<file path="config.mk">
export PLATFORM = sky130hd
export DESIGN_NAME = swi_irq_ctrl
export DESIGN_NICKNAME = d
export VERILOG_FILES = /design/src/rtl/swi_pkg.sv /design/src/rtl/swi_ctx_if.sv /design/src/rtl/swi_ctx_shadow.sv /design/src/rtl/swi_irq_ctrl.sv
export SDC_FILE = /design/constraint.sdc
export NUM_CORES = 1
export LEC_CHECK = 0
export BUFFER_PORTS_ARGS = -buffer_cell sky130_fd_sc_hd__clkbuf_2
export CAP_MARGIN = 20
export CORE_MARGIN = 8
export CORE_UTILIZATION = 60
export CTS_BUF_LIST = sky130_fd_sc_hd__clkbuf_4
export DETAILED_ROUTE_END_ITERATION = 8
export GPL_TIMING_DRIVEN = 0
export PLACE_DENSITY = 0.91
export SYNTH_ARGS = -nofsm -noshare
export SYNTH_HDL_FRONTEND = slang
export SYNTH_HIERARCHICAL = 1
export SYNTH_SLANG_ARGS = --single-unit
export TNS_END_PERCENT = 50
</file>
<file path="constraint.sdc">
create_clock -name mclk -period 3.7 [get_ports mclk]
set_clock_uncertainty 0.1 [all_clocks]
set_input_delay 0.74 -clock mclk [delete_from_list [all_inputs] [get_ports mclk]]
set_output_delay 0.74 -clock mclk [all_outputs]
set_load 0.05 [all_outputs]
</file>
<file path="src/rtl/swi_pkg.sv">
// constants shared by the sleep/wake interrupt block: register map, bit fields,
// reset values, shadow layout and wake state encoding
// assumes an 8-bit register port with a 12-bit address (5-bit bank, 7-bit offset)
package swi_pkg;

  localparam int ADDR_W = 12;
  localparam int DATA_W = 8;

  // address split: bank in the upper five bits, offset in the lower seven
  localparam logic [4:0] BANK_CORE       = 5'h00;
  localparam logic [4:0] BANK_SHADOW     = 5'h1f;
  localparam logic [6:0] OFS_CTRL        = 7'h0b;
  localparam logic [6:0] OFS_PEN_ONE     = 7'h11;
  localparam logic [6:0] OFS_OPTION      = 7'h15;
  localparam logic [6:0] OFS_EVT_STATUS  = 7'h20;
  localparam logic [6:0] OFS_EVT_MASK    = 7'h21;
  localparam logic [6:0] OFS_SHADOW_BASE = 7'h64;

  // irq_control_reg fields
  localparam int CTRL_GLB_BIT    = 7;
  localparam int CTRL_GRP_BIT    = 6;
  localparam int CTRL_EXTEN_BIT  = 4;
  localparam int CTRL_EXTFL_BIT  = 1;
  localparam int CTRL_PPEND_BIT  = 0;
  // option register field
  localparam int OPT_EDGE_BIT    = 6;
  // peripheral_enable_reg_one fields
  localparam int PIE_T1GATE_BIT  = 7;
  localparam int PIE_ADC_BIT     = 6;
  localparam int PIE_T2MATCH_BIT = 1;
  localparam int PIE_T1OVF_BIT   = 0;
  localparam logic [7:0] PEN_WMASK = 8'hc3;
  // event status / mask fields
  localparam int EVT_EXT_EDGE_BIT = 0;
  localparam int EVT_WAKE_BIT     = 1;
  localparam int EVT_ENTRY_BIT    = 2;
  localparam int EVT_STK_OVF_BIT  = 3;
  localparam int EVT_STK_UNF_BIT  = 4;
  localparam logic [7:0] EVT_USED_MASK = 8'h1f;

  // reset values
  localparam logic [7:0] CTRL_RST     = 8'h00;
  localparam logic [7:0] PEN_RST      = 8'h00;
  localparam logic [7:0] OPTION_RST   = 8'h00;
  localparam logic [7:0] EVT_MASK_RST = 8'h00;
  localparam logic [7:0] SHADOW_RST   = 8'h00;

  // shadow layout: entry index, byte order W first
  localparam int SHADOW_N       = 8;
  localparam int SHADOW_IDX_W   = 3;
  localparam int SH_STATUS_IDX  = 1;
  // timeout (bit 4) and powerdown (bit 3) flags are never saved
  localparam logic [7:0] STATUS_SAVE_MASK = 8'he7;

  typedef enum logic [1:0] {
    ST_RUN      = 2'b00,
    ST_SLEEP    = 2'b01,
    ST_POSTWAKE = 2'b10
  } swi_wake_e;

endpackage : swi_pkg

</file>
<file path="src/rtl/swi_ctx_if.sv">
// interface between the interrupt sequencer and its shadow context bank
// assumes both ends run on mclk; strobes are one-cycle pulses
`timescale 1ns/100ps

interface swi_ctx_if;
  logic [63:0] liveCtx;      // W, status, bank select, pointer 0/1 low/high, pc high latch
  logic        saveStb;
  logic        restoreStb;
  logic [2:0]  swIdx;
  logic [7:0]  swData;
  logic        swWr;
  logic [7:0]  swRdData;
  logic [63:0] restoredCtx;
  logic        restoreValid;

  modport ctrl (output liveCtx, saveStb, restoreStb, swIdx, swData, swWr,
                input  swRdData, restoredCtx, restoreValid);
  modport bank (input  liveCtx, saveStb, restoreStb, swIdx, swData, swWr,
                output swRdData, restoredCtx, restoreValid);
endinterface : swi_ctx_if

</file>
<file path="src/rtl/swi_ctx_shadow.sv">
// shadow context bank: captures the live core context on interrupt entry,
// lets software read and rewrite it, and presents it back on return
// assumes save, restore and software writes arrive as mclk pulses
`timescale 1ns/100ps

module swi_ctx_shadow #(
  parameter int ENTRIES = 8
) (
  input  wire logic mclk,
  input  wire logic arst_n,
  swi_ctx_if.bank   ctx
);

  logic [ENTRIES*8-1:0] shadowFlat;
  logic [63:0]          restored_reg;
  logic                 restoreValid_reg;

  if (ENTRIES != swi_pkg::SHADOW_N) begin : g_badEntries
    $error("swi_ctx_shadow: entry count must match the context layout");
  end

  ////////////////////////////////////////////////////////////////////////////
  // one byte per context entry; a hardware save beats a software write
  for (genvar i = 0; i < ENTRIES; i++) begin : g_entry
    localparam logic [7:0] KEEP = (i == swi_pkg::SH_STATUS_IDX) ?
                                  swi_pkg::STATUS_SAVE_MASK : 8'hff;
    logic [7:0] entry_reg;
    always_ff @(posedge mclk or negedge arst_n) begin
      if (!arst_n) begin
        entry_reg <= swi_pkg::SHADOW_RST;
      end else if (ctx.saveStb) begin
        entry_reg <= ctx.liveCtx[i*8 +: 8] & KEEP;
      end else if (ctx.swWr && (ctx.swIdx == 3'(i))) begin
        entry_reg <= ctx.swData;
      end
    end
    assign shadowFlat[i*8 +: 8] = entry_reg;
  end

  assign ctx.swRdData = shadowFlat[ctx.swIdx*8 +: 8];

  ////////////////////////////////////////////////////////////////////////////
  // restore copy is registered so the core sees stable data with its pulse
  always_ff @(posedge mclk or negedge arst_n) begin
    if (!arst_n) begin
      restored_reg     <= 64'h0;
      restoreValid_reg <= 1'b0;
    end else begin
      restoreValid_reg <= ctx.restoreStb;
      if (ctx.restoreStb) begin
        restored_reg <= shadowFlat;
      end
    end
  end

  assign ctx.restoredCtx  = restored_reg;
  assign ctx.restoreValid = restoreValid_reg;

endmodule : swi_ctx_shadow

</file>
<file path="src/rtl/swi_irq_ctrl.sv">
// sleep/wake and interrupt control: register port, external pin edge logic,
// peripheral gating, vector request, return stack, context save/restore
// assumes a core that pulses sleepEnter, instrRetired, irqEntry and irqReturn
// on mclk, and peripheral flags that are mclk-domain levels
`timescale 1ns/100ps

////////////////////////////////////////////////////////////////////////////
module swi_irq_ctrl #(
  parameter int         STACK_DEPTH  = 16,
  parameter int         PC_W         = 15,
  parameter logic [3:0] WAKE_CAPABLE = 4'b1101
) (
  input  wire logic                        mclk,
  input  wire logic                        arst_n,
  // register port
  input  wire logic [swi_pkg::ADDR_W-1:0]  regAddr,
  input  wire logic [swi_pkg::DATA_W-1:0]  regWrData,
  input  wire logic                        regWrStb,
  input  wire logic                        regRdStb,
  output logic      [swi_pkg::DATA_W-1:0]  regRdData,
  // interrupt sources
  input  wire logic                        extIntPin,
  input  wire logic [3:0]                  periphFlags,
  // core handshakes
  input  wire logic                        sleepEnter,
  input  wire logic                        instrRetired,
  input  wire logic                        irqEntry,
  input  wire logic                        irqReturn,
  input  wire logic [PC_W-1:0]             retPc,
  input  wire logic [7:0]                  liveW,
  input  wire logic [7:0]                  liveStatus,
  input  wire logic [7:0]                  liveBank,
  input  wire logic [15:0]                 livePtr0,
  input  wire logic [15:0]                 livePtr1,
  input  wire logic [7:0]                  livePcHigh,
  output logic                             coreWake,
  output logic                             inSleep,
  output logic                             vectorReq,
  output logic      [3:0]                  periphIrqReq,
  output logic      [PC_W-1:0]             popPc,
  output logic                             popValid,
  output logic                             restoreValid,
  output logic      [7:0]                  restW,
  output logic      [7:0]                  restStatus,
  output logic      [7:0]                  restBank,
  output logic      [15:0]                 restPtr0,
  output logic      [15:0]                 restPtr1,
  output logic      [7:0]                  restPcHigh,
  output logic                             irq
);

  localparam int              PTR_W    = $clog2(STACK_DEPTH) + 1;
  localparam logic [PTR_W-1:0] PTR_FULL = PTR_W'(STACK_DEPTH);

  // elaboration checks
  if (STACK_DEPTH < 2 || (STACK_DEPTH & (STACK_DEPTH - 1)) != 0) begin : g_badDepth
    $error("swi_irq_ctrl: STACK_DEPTH must be a power of two, at least 2");
  end
  if (PC_W < 8 || PC_W > 16) begin : g_badPc
    $error("swi_irq_ctrl: PC_W must be between 8 and 16");
  end

  ////////////////////////////////////////////////////////////////////////////
  // declarations
  logic                  globalEn_reg;
  logic                  groupEn_reg;
  logic                  extEn_reg;
  logic                  extFlag_reg;
  logic                  edgePol_reg;
  logic [7:0]            periphEn_reg;
  logic [7:0]            evtStatus_reg;
  logic [7:0]            evtMask_reg;
  logic [7:0]            rdData_reg;
  logic                  extMeta_reg;
  logic                  extSync_reg;
  logic                  extPrev_reg;
  logic                  coreWake_reg;
  logic [PTR_W-1:0]      stackPtr_reg;
  logic [PC_W-1:0]       stackMem [STACK_DEPTH];
  logic [PC_W-1:0]       popPc_reg;
  logic                  popValid_reg;
  swi_pkg::swi_wake_e    state_reg;
  swi_pkg::swi_wake_e    state_next;

  swi_ctx_if ctxBus ();

  ////////////////////////////////////////////////////////////////////////////
  // address decode
  wire [4:0] bank       = regAddr[11:7];
  wire [6:0] ofs        = regAddr[6:0];
  wire       coreBank   = (bank == swi_pkg::BANK_CORE);
  wire       ctrlHit    = coreBank && (ofs == swi_pkg::OFS_CTRL);
  wire       penHit     = coreBank && (ofs == swi_pkg::OFS_PEN_ONE);
  wire       optHit     = coreBank && (ofs == swi_pkg::OFS_OPTION);
  wire       evtStHit   = coreBank && (ofs == swi_pkg::OFS_EVT_STATUS);
  wire       evtMkHit   = coreBank && (ofs == swi_pkg::OFS_EVT_MASK);
  wire [6:0] shOfs      = ofs - swi_pkg::OFS_SHADOW_BASE;
  wire       shadowHit  = (bank == swi_pkg::BANK_SHADOW) && (ofs >= swi_pkg::OFS_SHADOW_BASE)
                          && (shOfs < 7'(swi_pkg::SHADOW_N));
  wire       ctrlWr     = regWrStb && ctrlHit;
  wire       penWr      = regWrStb && penHit;
  wire       optWr      = regWrStb && optHit;
  wire       evtStWr    = regWrStb && evtStHit;
  wire       evtMkWr    = regWrStb && evtMkHit;

  ////////////////////////////////////////////////////////////////////////////
  // pin synchroniser and edge select; only the second and third stages feed logic
  wire riseEdge = extSync_reg && !extPrev_reg;
  wire fallEdge = !extSync_reg && extPrev_reg;
  wire extEdge  = edgePol_reg ? riseEdge : fallEdge;

  always_ff @(posedge mclk or negedge arst_n) begin
    if (!arst_n) begin
      extMeta_reg <= 1'b0;
      extSync_reg <= 1'b0;
      extPrev_reg <= 1'b0;
    end else begin
      extMeta_reg <= extIntPin;
      extSync_reg <= extMeta_reg;
      extPrev_reg <= extSync_reg;
    end
  end

  ////////////////////////////////////////////////////////////////////////////
  // request gating toward the core
  wire [3:0] pieVec   = {periphEn_reg[swi_pkg::PIE_T1GATE_BIT],
                         periphEn_reg[swi_pkg::PIE_ADC_BIT],
                         periphEn_reg[swi_pkg::PIE_T2MATCH_BIT],
                         periphEn_reg[swi_pkg::PIE_T1OVF_BIT]};
  wire [3:0] periphReq = periphFlags & pieVec & {4{groupEn_reg}};
  wire       extReq    = extFlag_reg && extEn_reg;
  wire       anyReq    = extReq || (|periphReq);
  // a source that needs the system clock cannot be trusted to fire while it
  // is stopped, so only clock-free sources are allowed to end sleep
  wire       wakeSrc   = extReq || (|(periphReq & WAKE_CAPABLE));

  assign periphIrqReq = periphReq;
  // vectoring is held off in sleep and in the one-instruction wake window
  assign vectorReq    = (state_reg == swi_pkg::ST_RUN) && globalEn_reg && anyReq;
  assign inSleep      = (state_reg == swi_pkg::ST_SLEEP);
  assign coreWake     = coreWake_reg;

  ////////////////////////////////////////////////////////////////////////////
  // wake sequencer
  always_comb begin
    state_next = state_reg;
    unique case (state_reg)
      swi_pkg::ST_RUN: begin
        if (sleepEnter) begin
          state_next = swi_pkg::ST_SLEEP;
        end
      end
      swi_pkg::ST_SLEEP: begin
        if (wakeSrc) begin
          // with global enable clear the core just carries on
          state_next = globalEn_reg ? swi_pkg::ST_POSTWAKE : swi_pkg::ST_RUN;
        end
      end
      swi_pkg::ST_POSTWAKE: begin
        if (instrRetired) begin
          state_next = swi_pkg::ST_RUN;
        end
      end
      default: begin
        state_next = swi_pkg::ST_RUN;
      end
    endcase
  end

  wire wakeNow = (state_reg == swi_pkg::ST_SLEEP) && wakeSrc;

  always_ff @(posedge mclk or negedge arst_n) begin
    if (!arst_n) begin
      state_reg    <= swi_pkg::ST_RUN;
      coreWake_reg <= 1'b0;
    end else begin
      state_reg    <= state_next;
      coreWake_reg <= wakeNow;
    end
  end

  ////////////////////////////////////////////////////////////////////////////
  // control register next values; hardware events beat software writes
  wire globalEnNext = irqEntry  ? 1'b0 :
                      irqReturn ? 1'b1 :
                      ctrlWr    ? regWrData[swi_pkg::CTRL_GLB_BIT] : globalEn_reg;
  wire extFlNext = extEdge || (ctrlWr ? regWrData[swi_pkg::CTRL_EXTFL_BIT] : extFlag_reg);

  always_ff @(posedge mclk or negedge arst_n) begin
    if (!arst_n) begin
      globalEn_reg <= swi_pkg::CTRL_RST[swi_pkg::CTRL_GLB_BIT];
      groupEn_reg  <= swi_pkg::CTRL_RST[swi_pkg::CTRL_GRP_BIT];
      extEn_reg   <= swi_pkg::CTRL_RST[swi_pkg::CTRL_EXTEN_BIT];
      extFlag_reg <= swi_pkg::CTRL_RST[swi_pkg::CTRL_EXTFL_BIT];
    end else begin
      globalEn_reg <= globalEnNext;
      extFlag_reg <= extFlNext;
      if (ctrlWr) begin
        groupEn_reg <= regWrData[swi_pkg::CTRL_GRP_BIT];
        extEn_reg <= regWrData[swi_pkg::CTRL_EXTEN_BIT];
      end
    end
  end

  // enable and option registers; unimplemented enable bits stay zero
  always_ff @(posedge mclk or negedge arst_n) begin
    if (!arst_n) begin
      periphEn_reg <= swi_pkg::PEN_RST;
      edgePol_reg <= swi_pkg::OPTION_RST[swi_pkg::OPT_EDGE_BIT];
    end else begin
      if (penWr) begin
        periphEn_reg <= regWrData & swi_pkg::PEN_WMASK;
      end
      if (optWr) begin
        edgePol_reg <= regWrData[swi_pkg::OPT_EDGE_BIT];
      end
    end
  end

  ////////////////////////////////////////////////////////////////////////////
  // return-address stack; only interrupt entry and return move it
  wire stackFull  = (stackPtr_reg == PTR_FULL);
  wire stackEmpty = (stackPtr_reg == '0);
  wire doPush     = irqEntry && !stackFull;
  wire doPop      = irqReturn && !stackEmpty;
  wire [PTR_W-1:0] ptrDec = stackPtr_reg - PTR_W'(1);

  always_ff @(posedge mclk) begin
    if (doPush) begin
      stackMem[stackPtr_reg[PTR_W-2:0]] <= retPc;
    end
  end

  always_ff @(posedge mclk or negedge arst_n) begin
    if (!arst_n) begin
      stackPtr_reg <= '0;
      popPc_reg    <= '0;
      popValid_reg <= 1'b0;
    end else begin
      popValid_reg <= doPop;
      if (doPush) begin
        stackPtr_reg <= stackPtr_reg + PTR_W'(1);
      end else if (doPop) begin
        stackPtr_reg <= ptrDec;
        popPc_reg    <= stackMem[ptrDec[PTR_W-2:0]];
      end
    end
  end

  assign popPc    = popPc_reg;
  assign popValid = popValid_reg;

  ////////////////////////////////////////////////////////////////////////////
  // shadow bank hookup: save on entry, restore on return
  assign ctxBus.liveCtx    = {livePcHigh, livePtr1, livePtr0, liveBank, liveStatus, liveW};
  assign ctxBus.saveStb    = irqEntry;
  assign ctxBus.restoreStb = irqReturn;
  assign ctxBus.swIdx      = shOfs[2:0];
  assign ctxBus.swData     = regWrData;
  assign ctxBus.swWr       = regWrStb && shadowHit;

  swi_ctx_shadow #(
    .ENTRIES (swi_pkg::SHADOW_N)
  ) u_shadow (
    .mclk   (mclk),
    .arst_n (arst_n),
    .ctx    (ctxBus.bank)
  );

  // restore data come straight from the bank's output flops
  assign restoreValid = ctxBus.restoreValid;
  assign restW        = ctxBus.restoredCtx[7:0];
  assign restStatus   = ctxBus.restoredCtx[15:8];
  assign restBank     = ctxBus.restoredCtx[23:16];
  assign restPtr0     = ctxBus.restoredCtx[39:24];
  assign restPtr1     = ctxBus.restoredCtx[55:40];
  assign restPcHigh   = ctxBus.restoredCtx[63:56];

  ////////////////////////////////////////////////////////////////////////////
  // sticky event bits, write-one-to-clear; a new event beats the clear
  wire [7:0] evtSet;
  assign evtSet[swi_pkg::EVT_EXT_EDGE_BIT] = extEdge;
  assign evtSet[swi_pkg::EVT_WAKE_BIT]     = wakeNow;
  assign evtSet[swi_pkg::EVT_ENTRY_BIT]    = irqEntry;
  assign evtSet[swi_pkg::EVT_STK_OVF_BIT]  = irqEntry && stackFull;
  assign evtSet[swi_pkg::EVT_STK_UNF_BIT]  = irqReturn && stackEmpty;
  assign evtSet[7:5]                       = 3'h0;
  wire [7:0] evtClr = evtStWr ? regWrData : 8'h00;

  always_ff @(posedge mclk or negedge arst_n) begin
    if (!arst_n) begin
      evtStatus_reg <= 8'h00;
      evtMask_reg   <= swi_pkg::EVT_MASK_RST;
    end else begin
      evtStatus_reg <= (evtStatus_reg & ~evtClr) | evtSet;
      if (evtMkWr) begin
        evtMask_reg <= regWrData & swi_pkg::EVT_USED_MASK;
      end
    end
  end

  assign irq = |(evtStatus_reg & evtMask_reg);

  ////////////////////////////////////////////////////////////////////////////
  // read path; data stand only in the cycle after the strobe, else zero
  logic [7:0] ctrlRd;
  logic [7:0] optRd;
  always_comb begin
    ctrlRd = 8'h00;
    optRd  = 8'h00;
    ctrlRd[swi_pkg::CTRL_GLB_BIT]   = globalEn_reg;
    ctrlRd[swi_pkg::CTRL_GRP_BIT]   = groupEn_reg;
    ctrlRd[swi_pkg::CTRL_EXTEN_BIT] = extEn_reg;
    ctrlRd[swi_pkg::CTRL_EXTFL_BIT] = extFlag_reg;
    ctrlRd[swi_pkg::CTRL_PPEND_BIT] = |periphReq;
    optRd[swi_pkg::OPT_EDGE_BIT]    = edgePol_reg;
  end

  wire [7:0] rdMux = ({8{ctrlHit}}   & ctrlRd)
                   | ({8{penHit}}    & periphEn_reg)
                   | ({8{optHit}}    & optRd)
                   | ({8{evtStHit}}  & evtStatus_reg)
                   | ({8{evtMkHit}}  & evtMask_reg)
                   | ({8{shadowHit}} & ctxBus.swRdData);

  always_ff @(posedge mclk or negedge arst_n) begin
    if (!arst_n) begin
      rdData_reg <= 8'h00;
    end else begin
      rdData_reg <= regRdStb ? rdMux : 8'h00;
    end
  end

  assign regRdData = rdData_reg;

endmodule : swi_irq_ctrl

</file>
After elaboration in Yosys (flattened, before gate mapping)
Memory sizes are Yosys's and may differ from the RTL's. A register that Yosys moved wholly into a read port is not among the register bits.
Cells that the tools add are included.
{ "op_classes": {"add_sub_neg": 3, "n_mul": 0, "n_div": 0, "magnitude_cmp": 2, "eq_ne": 19, "shifts": 1, "n_mux": 32, "bitwise": 18, "reduce_logical": 58} }
{ "ops": {"columns": ["operator", "n"], "rows": [
  ["8-bit two-way mux", 18],
  ["64-bit by 7-bit variable part select with 8-bit output", 1],
  ["8-bit AND", 5],
  ["8-bit bitwise OR", 5],
  ["1-bit logical AND", 31],
  ["2-bit nonzero test", 9],
  ["8-bit by 5-bit AND with 8-bit output", 2],
  ["7-bit by 5-bit equality test with 1-bit output, second input constant", 2],
  ["7-bit by 6-bit equality test with 1-bit output, second input constant", 2],
  ["3-bit equality test, second input constant", 4],
  ["5-bit equality test, second input constant", 2],
  ["5-bit logical NOT", 2],
  ["5-bit two-way mux", 2],
  ["4-bit AND", 2],
  ["8-bit by 7-bit AND with 8-bit output", 1],
  ["2-bit two-way mux", 4],
  ["8-bit inverter", 1],
  ["8-bit by 5-bit bitwise OR with 8-bit output", 1],
  ["8-bit OR reduction", 1],
  ["7-bit by 4-bit equality test with 1-bit output, second input constant", 1],
  ["7-bit >= comparator, second input constant", 1],
  ["7-bit by 4-bit < comparator with 1-bit output, second input constant", 1],
  ["1-bit two-way mux", 7],
  ["7-bit subtractor, second input constant", 1],
  ["19 further kinds", 27]
]} }
{ "word_totals": {"regBits": 171, "latchBits": 0, "ram_bits": 240, "romBits": 0, "in_bits": 112, "out_inout_bits": 97, "memories": 1} }
{ "memory_table": {"columns": ["memory", "words", "word_bits", "rd", "rd_ports_with_merged_regs", "wr", "line_no", "source"], "rows": [
  ["stackMem", 16, 15, 1, 1, 1, "swi_irq_ctrl.sv:79", "logic [PC_W-1:0] stackMem [STACK_DEPTH];"]
]} }

Depth between registers and ports, before layout
Gate-level depths: netlist of the first run.
{ "depth": {"word_depth": 10, "mapped_depth": 12, "mapped_depth_nobuf": 9} }

Cells and area by module
Netlist of the first run, hierarchy kept.
{ "modules_own_cells": {"columns": ["module", "n_inst", "cells_each", "area_per_inst_um2"], "rows": [
  ["swi_irq_ctrl", 1, 639, 11863.9],
  ["swi_ctx_shadow", 1, 492, 5959.5]
]} }

Least setup slack after synthesis of the first run
OpenSTA, ideal clock, no wires.
{ "synth_timing": {"path_type": "register to register", "from": "reg stackPtr_reg[0]", "to": "reg popPc_reg[5] (netlist: popPc[5]) (read register of stackMem)", "arrival_ps": 2896, "path_slack_ps": 574, "stages_incl_launch_ff": 12, "path_buffers": 4, "cell_sequence": "dfrtp_1 -> clkbuf_1 -> inv_2 -> buf_1 -> ha_1 -> buf_4 -> inv_2 -> clkbuf_1 -> mux4_2 -> mux2_2 -> a22oi_1 -> o31ai_1"} }
{ "synth_between": {"elab_chain_cells": 5, "word_cells_on_any_way": 9, "classes_between": "add/sub (1); eq/ne (1); bitwise (1); reduce/logical (6)"} }
{ "synth_lines": {"columns": ["element", "line_no", "source"], "rows": [
  ["from (decl)", "swi_irq_ctrl.sv:78", "logic [PTR_W-1:0] stackPtr_reg;"],
  ["from (signal assigned)", "swi_irq_ctrl.sv:242", "stackPtr_reg <= stackPtr_reg + PTR_W'(1);"],
  ["from (signal assigned)", "swi_irq_ctrl.sv:244", "stackPtr_reg <= ptrDec;"],
  ["parallel branches: the longest is 5 deep, another holds 5-bit by 1-bit subtractor with 5-bit output", null, null],
  ["to (decl)", "swi_irq_ctrl.sv:80", "logic [PC_W-1:0] popPc_reg;"]
]} }
Parallel ways; which one is timed is not known.
A chain may end at the register's enable or synchronous reset.

Worst setup path after layout of the first run
{ "layout_timing": {"from": "reg stackPtr_reg[0]", "to": "reg popPc_reg[12] (netlist: popPc[12]) (read register of stackMem)"} }
The elaborated chain is that of the path after synthesis.

==> summary.log, run 1 <==
[run_status] result of the run complete, no violations
[job] max_cap viols 0
[power] PwrDens 721 nW/um^2
[logic_synthesis] Synth warnings 6
[setup_path] Register-to-Register Setup Slack 0.14 ns
[route] DRC errors left 0
[floorplan] Starting Density 0.605
[clocking] number of H-tree branching levels 3
[clocking] Clock Latency Late Sink 0.77 ns
[setup_path] startpoint of the most critical register-to-register path stackPtr_reg[0]
[sta] max_slew headroom 0.267
[route] remaining antenna violation count after routing 0
[logic_synthesis] sequential fraction of the synthesis area 0.665
[global_routing] largest net degree at the start of global routing 114
[logic_synthesis] share of async-settable or async-resettable flops after synthesis 0.437
[hold_path] end point of the worst hold path u_shadow/g_entry[1].entry_reg[2]
[hold_path] path category of the worst min-delay check in2reg
[setup_path] Critical Path End Type flip-flop
[clocking] clock tree from TritonCTS done
[power] clock power share 0.257
[route] routed via count 12200
[placement] cell area reported after detailed placement 19500 um^2
[setup_path] arrival time reported for the critical path endpoint 4.11 ns
[global_routing] number of global-route vias before repair 12800
[final_layout] Syn-to-layout area delta 17.0%
[logic_synthesis] leading cell type by number of instances after synthesis edfxtp_1
[global_routing] global-route wire length before repair 76500 um
[logic_synthesis] post-synth design cell area 17800 um^2
[route] iteration count of the initial detailed-routing pass 7
[final_layout] layout cells sized above 1 0.433
[route] average wire per standard cell 26.6 um
[setup_path] worst r2r path cells 12
[power] Combinational Power Share 0.347
[floorplan] total number of placement rows 63
[setup_path] type of the worst setup path reg2reg
[final_layout] number of flip-flops in the largest register 240
[sta] Period Utilization, post-route 0.963
[sta] final hold vios 0
[power] design internal power 0.00960 W
[clocking] clock-pin slew on the worst setup and hold paths 0.07 ns
[logic_synthesis] gate count after technology mapping 1131
[placement] dpl hpwl 34000 um
[route] vias per std cell 6.37
[logic_synthesis] area fraction of the dominant cell type after synthesis 0.404
[route] number of DRC markers in iteration 0 1560
[clocking] CTS Buffer Depth 3
[setup_path] category of the worst setup path launch point flip-flop
[floorplan] Die Outline Area 35500 um^2
[logic_synthesis] number of different library cells in the post-synthesis netlist 65
[sta] actual slew at the worst max-slew pin 1.07 ns
[power] switching power share of the total 0.361
[sta] unrepaired setup endpoints after global routing no
[sta] endpoints failing setup 0
[floorplan] vertical die dimension 188 um
[hold_path] cell depth of the worst min-delay path 3
[sta] accumulated negative setup slack 0 ns
[global_routing] Remaining Overflow, GRT 0
[hold_path] Worst Min Path Start liveStatus[2]
[setup_path] worst r2r dst popPc[12]
[logic_synthesis] most used standard cells in the synthesized netlist 240 x edfxtp_1, 186 x dfrtp_1, 149 x mux2_2, 142 x nand2_1, 62 x mux4_2
[sta] maximum achievable frequency 281 MHz
[logic_synthesis] main flop type after synthesis edfxtp_1
[setup_path] Max FO, Critical Path 12
[logic_synthesis] mean post-synth cell area 15.8 um^2
[final_layout] final cell area excluding filler cells 20800 um^2
[sta] number of pins exceeding their max-slew limit in the final report 0
[clocking] number of buffers inserted during clock tree synthesis 102
[clocking] root buffer cell clkbuf_4
[power] P_leak 8.59 nW
[route] drt total wl 50900 um
[power] Sequential Power Share 0.396
[logic_synthesis] nets in the synthesized netlist 1252
[logic_synthesis] dominant cell type by area after synthesis edfxtp_1
[global_routing] number of antenna violations at the first check in global routing 1
[placement] GP Congestion 0.920
[power] P_sw 0.00543 W
[floorplan] number of I/O pins 209
[clocking] Post-CTS Setup Bufs 0
[final_layout] net total in the final layout 1572
[setup_path] required arrival time at the worst endpoint 4.25 ns
[floorplan] overall die width 188 um
[sta] minimum clock period after layout 3.56 ns
[clocking] clock sinks 426
[logic_synthesis] Area contributors post-synth edfxtp_1 40%, dfrtp_1 26%, mux2_2 9.4%
[global_routing] gr usage total 0.284
[power] peak supply drop 0.611 mV
[logic_synthesis] number of register bits inferred by synthesis 426
[floorplan] Core Region 29500 um^2
[logic_synthesis] number of enable-type register cells in the synthesized netlist 240
[placement] number of port buffers 206
[cell families after synthesis]
kind of cell	Yosys count	synth area share
adder cells (fa/ha/maj)	9	0.00632
AO/OA/AOI/OAI	126	0.0542
AND/OR/NAND/NOR	272	0.0694
XOR/XNOR	6	0.00337
flip-flops	426	0.665
multiplexers	229	0.183
buffers and inverters	63	0.0186
[worst max path at each step]
stage                                from              end  slack (ns)  cells after the start
final                     stackPtr_reg[0]        popPc[12]        0.14                     12
after CTS                 stackPtr_reg[0]         popPc[5]        0.04                     11
after global placement             arst_n         popPc[3]       -1.64                      1
after global routing      stackPtr_reg[0]  stackMem[2][11]        0.02                      7
after floorplan           stackPtr_reg[0]         popPc[5]        0.57                     11
after detailed placement  stackPtr_reg[0]         popPc[5]       -0.27                     11
[per-layer routing]
layer,wire (um),global-route usage,vias to the layer above,share of wire
met5,0,0,-,0
met4,2490,0.144,0,0.049
met3,5070,0.0682,189,0.099
met2,25700,0.481,985,0.50
met1,17700,0.335,6012,0.35
li1,-,-,5002,-
[critical path: stages, from the launching register on]
cell and delay (ns):
dfrtp_1 0.40, clkbuf_1 0.17, inv_2 0.25, clkbuf_4 0.33, ha_1 0.28, buf_4 0.18
inv_2 0.08, buf_6 0.18, buf_6 0.21, mux4_2 0.54, mux2_2 0.30, a22oi_1 0.27
o31ai_1 0.13
[per-stage QoR]
stage | hold slack (ns) | power (W) | setup slack [ns] | std cells | utilization
after floorplan | 0.231 | 0.00947 | 0.574 | 1131 | -
after global placement | 0.236 | 0.0108 | -1.64 | 1727 | 0.656
after detailed placement | 0.236 | 0.0111 | -0.271 | 1734 | 0.661
after CTS | 0.0794 | 0.0150 | 0.0421 | 1910 | 0.706
after global routing | 0.101 | 0.0155 | 0.0190 | 1912 | 0.707
final | 0.120 | 0.0150 | 0.135 | 1913 | 0.707
[power by group through the flow]
| stage | clock network (W) | logic, W | registers (W) |
|---|---|---|---|
| detailed placement | 0 | 0.00505 | 0.00602 |
| floorplan | 0 | 0.00291 | 0.00656 |
| global placement | 0 | 0.00478 | 0.00598 |
| global route | 0.00410 | 0.00543 | 0.00598 |
| CTS | 0.00390 | 0.00516 | 0.00594 |
| finish | 0.00386 | 0.00521 | 0.00596 |
[area by class of cell]
| class | count | area, um^2 |
|---|---|---|
| inverter | 11 | 41.3 |
| timing repair buffer | 216 | 1180 |
| tap | 390 | 488 |
| clock buffer | 152 | 1140 |
| clock inverter | 22 | 169 |
| antenna | 2 | 5.00 |
| multi-input combinational | 642 | 5660 |
| buffer | 52 | 295 |
| fill | 1792 | 8640 |
| sequential | 426 | 11900 |
[layout by cell type (no fill, tap or decap), types with 14 or more instances in the layout]
| cell type | synthesis | routed |
|---|---|---|
| a21oi_1 | 16 | 16 |
| a22oi_1 | 22 | 22 |
| buf_2 | 25 | 25 |
| clkbuf_2 | 0 | 206 |
| clkbuf_4 | 0 | 154 |
| dfrtp_1 | 186 | 186 |
| edfxtp_1 | 240 | 240 |
| mux2_2 | 149 | 149 |
| mux2i_1 | 17 | 17 |
| mux4_2 | 62 | 62 |
| nand2_1 | 142 | 142 |
| nand2b_1 | 15 | 15 |
| nor2_1 | 57 | 45 |
| nor2_2 | 2 | 14 |
| o31ai_1 | 15 | 15 |
[what timing repair did]
item | 4_1_cts | 5_1_grt
endpoints found under the hold margin | 74 | 0
pin swaps | 0 | 0
hold buffers | 2 | 0
setup endpoints to repair | 53 | 35
resized for setup | 1 | 5
(Power assumes the default switching activity.)
==> inputs of run 2 (changes only) <==
Settings changed: SYNTH_HIERARCHICAL 1 to not set.
==> run 2 against run 1 <==
Net effect:
- wire length grew 0.23%
- worst hold slack lost 0.073 ns
- clock power shrank 1%
- global-route usage grew 0.19 points
- largest cell class unchanged
- non-clock buffer count grew 24
- register-to-register slack gained 0.03 ns
- sequential power shrank 1%
==> summary.log, run 2 <==
[run_status] result of the run complete, no violations
[setup_path] type of the worst setup path reg2reg
[floorplan] Die Outline Area 35500 um^2 [+0.17%]
[sta] actual slew at the worst max-slew pin 1.03 ns [-0.0368 ns]
[final_layout] non-filler cells, final 2049 [+7.1%]
[route] iteration count of the initial detailed-routing pass 8 [+1]
[global_routing] gr usage total 0.286 [+0.00191]
[floorplan] number of I/O pins 209 [unchanged]
[final_layout] combined flip-flop and latch cell area 11900 um^2 [unchanged]
[logic_synthesis] dominant cell type by area after synthesis edfxtp_1
[sta] Period Utilization, post-route 0.955 [-0.00861]
[sta] max_slew headroom 0.309 [+0.0423]
[final_layout] Multi-input gate area 5640 um^2 [-0.49%]
[setup_path] Critical Path End Type flip-flop
[logic_synthesis] number of register bits inferred by synthesis 426 [unchanged]
[logic_synthesis] gate count after technology mapping 1263 [+12%]
[route] number of DRC markers in iteration 0 1421 [-8.9%]
[job] max_cap viols 0 [unchanged]
[logic_synthesis] nets in the synthesized netlist 1384 [+11%]
[setup_path] Max FO, Critical Path 10 [-2]
[logic_synthesis] adder-cell share of the synthesized area 0.00631 [-0.0000120]
[final_layout] post-route core utilization 0.706 [-0.00157]
[route] DRC errors left 0 [unchanged]
[final_layout] highest-count cells in the layout ignoring fill and taps 240 x edfxtp_1, 207 x nand2_1, 198 x clkbuf_2
[clocking] clock tree from TritonCTS done
[logic_synthesis] post-synth design cell area 17900 um^2 [+0.19%]
[clocking] number of buffers inserted during clock tree synthesis 102 [unchanged]
[global_routing] largest net degree at the start of global routing 100 [-12%]
[power] peak supply drop 0.703 mV [+15%]
[floorplan] total number of placement rows 63 [unchanged]
[power] Combinational Power Share 0.339 [-0.008]
[clocking] clock-pin slew on the worst setup and hold paths 0.06 ns [about the same]
[logic_synthesis] share of async-settable or async-resettable flops after synthesis 0.437 [unchanged]
[placement] number of port buffers 199 [-3.4%]
[sta] minimum clock period after layout 3.53 ns [-0.0318 ns]
[clocking] CTS Buffer Depth 3 [unchanged]
[power] PwrDens 705 nW/um^2 [-2.1%]
[floorplan] Starting Density 0.606 [+0.00115]
[floorplan] overall die width 189 um [about the same]
[floorplan] vertical die dimension 189 um [about the same]
[logic_synthesis] Synth warnings 0 [-6]
[logic_synthesis] number of different library cells in the post-synthesis netlist 61 [-6.2%]
[clocking] clock sinks 426 [unchanged]
[logic_synthesis] Area contributors post-synth edfxtp_1 40%, dfrtp_1 26%, mux4_2 5.7%
[sta] final hold vios 0 [unchanged]
[hold_path] path category of the worst min-delay check in2reg
[floorplan] Core Region 29500 um^2 [unchanged]
[final_layout] number of flip-flops in the largest register 240 [unchanged]
[placement] count of placed standard cells including taps 1861 [+7.3%]
[route] vias per std cell 6.30 [-1.1%]
[clocking] Clock Latency Late Sink 0.75 ns [-0.02 ns]
[sta] endpoints failing setup 0 [unchanged]
[placement] GP Congestion 0.980 [+6.6%]
[final_layout] net total in the final layout 1697 [+8.0%]
[power] clock power share 0.260 [+0.003]
[final_layout] number of inserted filler cells in the final layout 1892 [+5.6%]
[sta] maximum achievable frequency 283 MHz [+0.90%]
[logic_synthesis] number of enable-type register cells in the synthesized netlist 240 [unchanged]
[route] remaining antenna violation count after routing 0 [unchanged]
[power] P_leak 8.67 nW [+0.92%]
[sta] number of pins exceeding their max-slew limit in the final report 0 [unchanged]
[route] average wire per standard cell 24.9 um [-6.4%]
[final_layout] layout cells sized above 1 0.327 [-0.106]
[global_routing] number of antenna violations at the first check in global routing 3 [+2]
[power] P_sw 0.00561 W [+3.4%]
[logic_synthesis] fraction of synthesized area in multiplexers 0.139 [-0.0436]
[placement] dpl hpwl 35800 um [+5.2%]
[clocking] number of H-tree branching levels 3 [unchanged]
[logic_synthesis] mean post-synth cell area 14.1 um^2 [-10%]
[logic_synthesis] most used standard cells in the synthesized netlist 240 x edfxtp_1, 207 x nand2_1, 186 x dfrtp_1, 78 x mux2_2, 59 x nor2_1
[logic_synthesis] synthesized-area fraction occupied by ao, oa, aoi and oai cells 0.0697 [+0.0155]
[global_routing] global-route wire length before repair 77800 um [+1.6%]
[setup_path] category of the worst setup path launch point flip-flop
[logic_synthesis] simple logic cell fraction of the synthesized area 0.0963 [+0.0270]
[logic_synthesis] combinational family with the most area after synthesis multiplexers
[setup_path] arrival time reported for the critical path endpoint 4.05 ns [-0.06 ns]
[power] Sequential Power Share 0.401 [+0.005]
[sta] hold_ws 0.0472 ns [-0.0732 ns]
[global_routing] Remaining Overflow, GRT 0 [unchanged]
[final_layout] Syn-to-layout area delta 16.5%
[route] routed via count 12900 [+5.9%]
[power] switching power share of the total 0.382 [+0.0211]
[logic_synthesis] leading cell type by number of instances after synthesis edfxtp_1
[final_layout] most common library cell in the layout ignoring fill and taps edfxtp_1
[logic_synthesis] main flop type after synthesis edfxtp_1
[logic_synthesis] area share of xor/xnor cells in the synthesized design 0.00294 [-0.000427]
[global_routing] number of global-route vias before repair 13500 [+5.8%]
[logic_synthesis] sequential fraction of the synthesis area 0.664 [-0.00126]
[sta] unrepaired setup endpoints after global routing no
[clocking] Post-CTS Setup Bufs 0 [unchanged]
[power] design internal power 0.00906 W [-5.6%]
[route] drt total wl 51000 um [+0.23%]
[logic_synthesis] area fraction of the dominant cell type after synthesis 0.404 [-0.000765]
[clocking] root buffer cell clkbuf_4
[setup_path] required arrival time at the worst endpoint 4.22 ns [-0.03 ns]
[run 2: cell types whose count changed in the layout (fill, tap and decap cells not counted), moves of 15 or more]
cell | before | now
mux2i_1 | 17 | 58
nand4_1 | 3 | 18
mux4_2 | 62 | 45
a32oi_1 | 1 | 17
a2bb2oi_1 | 0 | 30
o31ai_1 | 15 | 0
a31oi_1 | 1 | 30
nand2_1 | 142 | 207
nand3_1 | 7 | 40
clkbuf_1 | 7 | 54
mux2_2 | 149 | 78
a21oi_1 | 16 | 40
[run 2: what timing repair did]
item                                    CTS  global route
gates resized for setup                   0             0
endpoints found under the hold margin    51             0
endpoints found under the setup margin    0             0
hold buffers                              1             0
[run 2: path summary, 6_finish.rpt]
path / start / to / slack [ns] / cells after the start
max: stackPtr_reg[0] / popPc[10] / 0.17 / 11
min reg2reg: extMeta_reg / extSync_reg / 0.25 / 0
min in group asynchronous: arst_n / u_shadow.ctx.restoredCtx[43] / 0.54 / 2
max reg2reg: stackPtr_reg[0] / popPc[10] / 0.17 / 11
min: extIntPin / extMeta_reg / 0.05 / 1
max in group asynchronous: arst_n / extEn_reg / 1.97 / 3
[run 2: cell families (layout without fill, tap and decap cells)]
group | Yosys count | count (layout)
other | 0 | 2
adders and majority gates | 9 | 9
and+or+nand+nor | 377 | 377
DFF | 426 | 426
xor gates and xnor gates | 6 | 6
buffers and inverters | 93 | 487
AOI/OAI and AO/OA | 170 | 170
muxes | 182 | 182
[run 2: layer usage]
metal  GRT usage  vias to the layer above  share of wire
li1            -                     5436              -
met1       0.331                     6321           0.34
met2       0.477                      946           0.49
met3      0.0835                      198           0.11
met4       0.149                        4          0.052
met5           0                        -        0.00039
[run 2: power by group through the flow]
stage	clock network (W)	registers, W	logic, W
after floorplan	0	0.00644	0.00274
after global placement	0	0.00592	0.00459
after detailed placement	0	0.00596	0.00487
after CTS	0.00384	0.00587	0.00492
after global routing	0.00408	0.00591	0.00532
final	0.00381	0.00589	0.00498
[run 2: critical path, cell delays in order (launching register included)]
cell	delay [ns]
dfrtp_1	0.38
buf_2	0.32
buf_4	0.28
inv_1	0.12
ha_1	0.30
clkbuf_1	0.34
clkbuf_1	0.69
mux4_2	0.43
nand2_1	0.10
nand2_1	0.09
a22oi_1	0.22
nand2_1	0.10
[run 2: through the flow]
stage                     setup TNS [ns]  area (um^2)  worst slack, ns  total power (W)
after floorplan                        0        17900            0.472          0.00917
after global placement           -300.85        19300            -1.56           0.0105
final                                  0        20800            0.167           0.0147
after CTS                              0        20800            0.185           0.0146
after detailed placement           -9.57        19500           -0.199           0.0108
after global routing                   0        20800          0.00364           0.0153
[run 2: final cells by class]
type                    count  area share
clock buffers             158      0.0570
inverters                  10     0.00180
well taps                 390      0.0235
flip-flops and latches    426       0.570
multi-input cells         744       0.271
plain buffers              83      0.0165
diodes                      2    0.000241
repair buffers            209      0.0535
clock inverters            27     0.00614
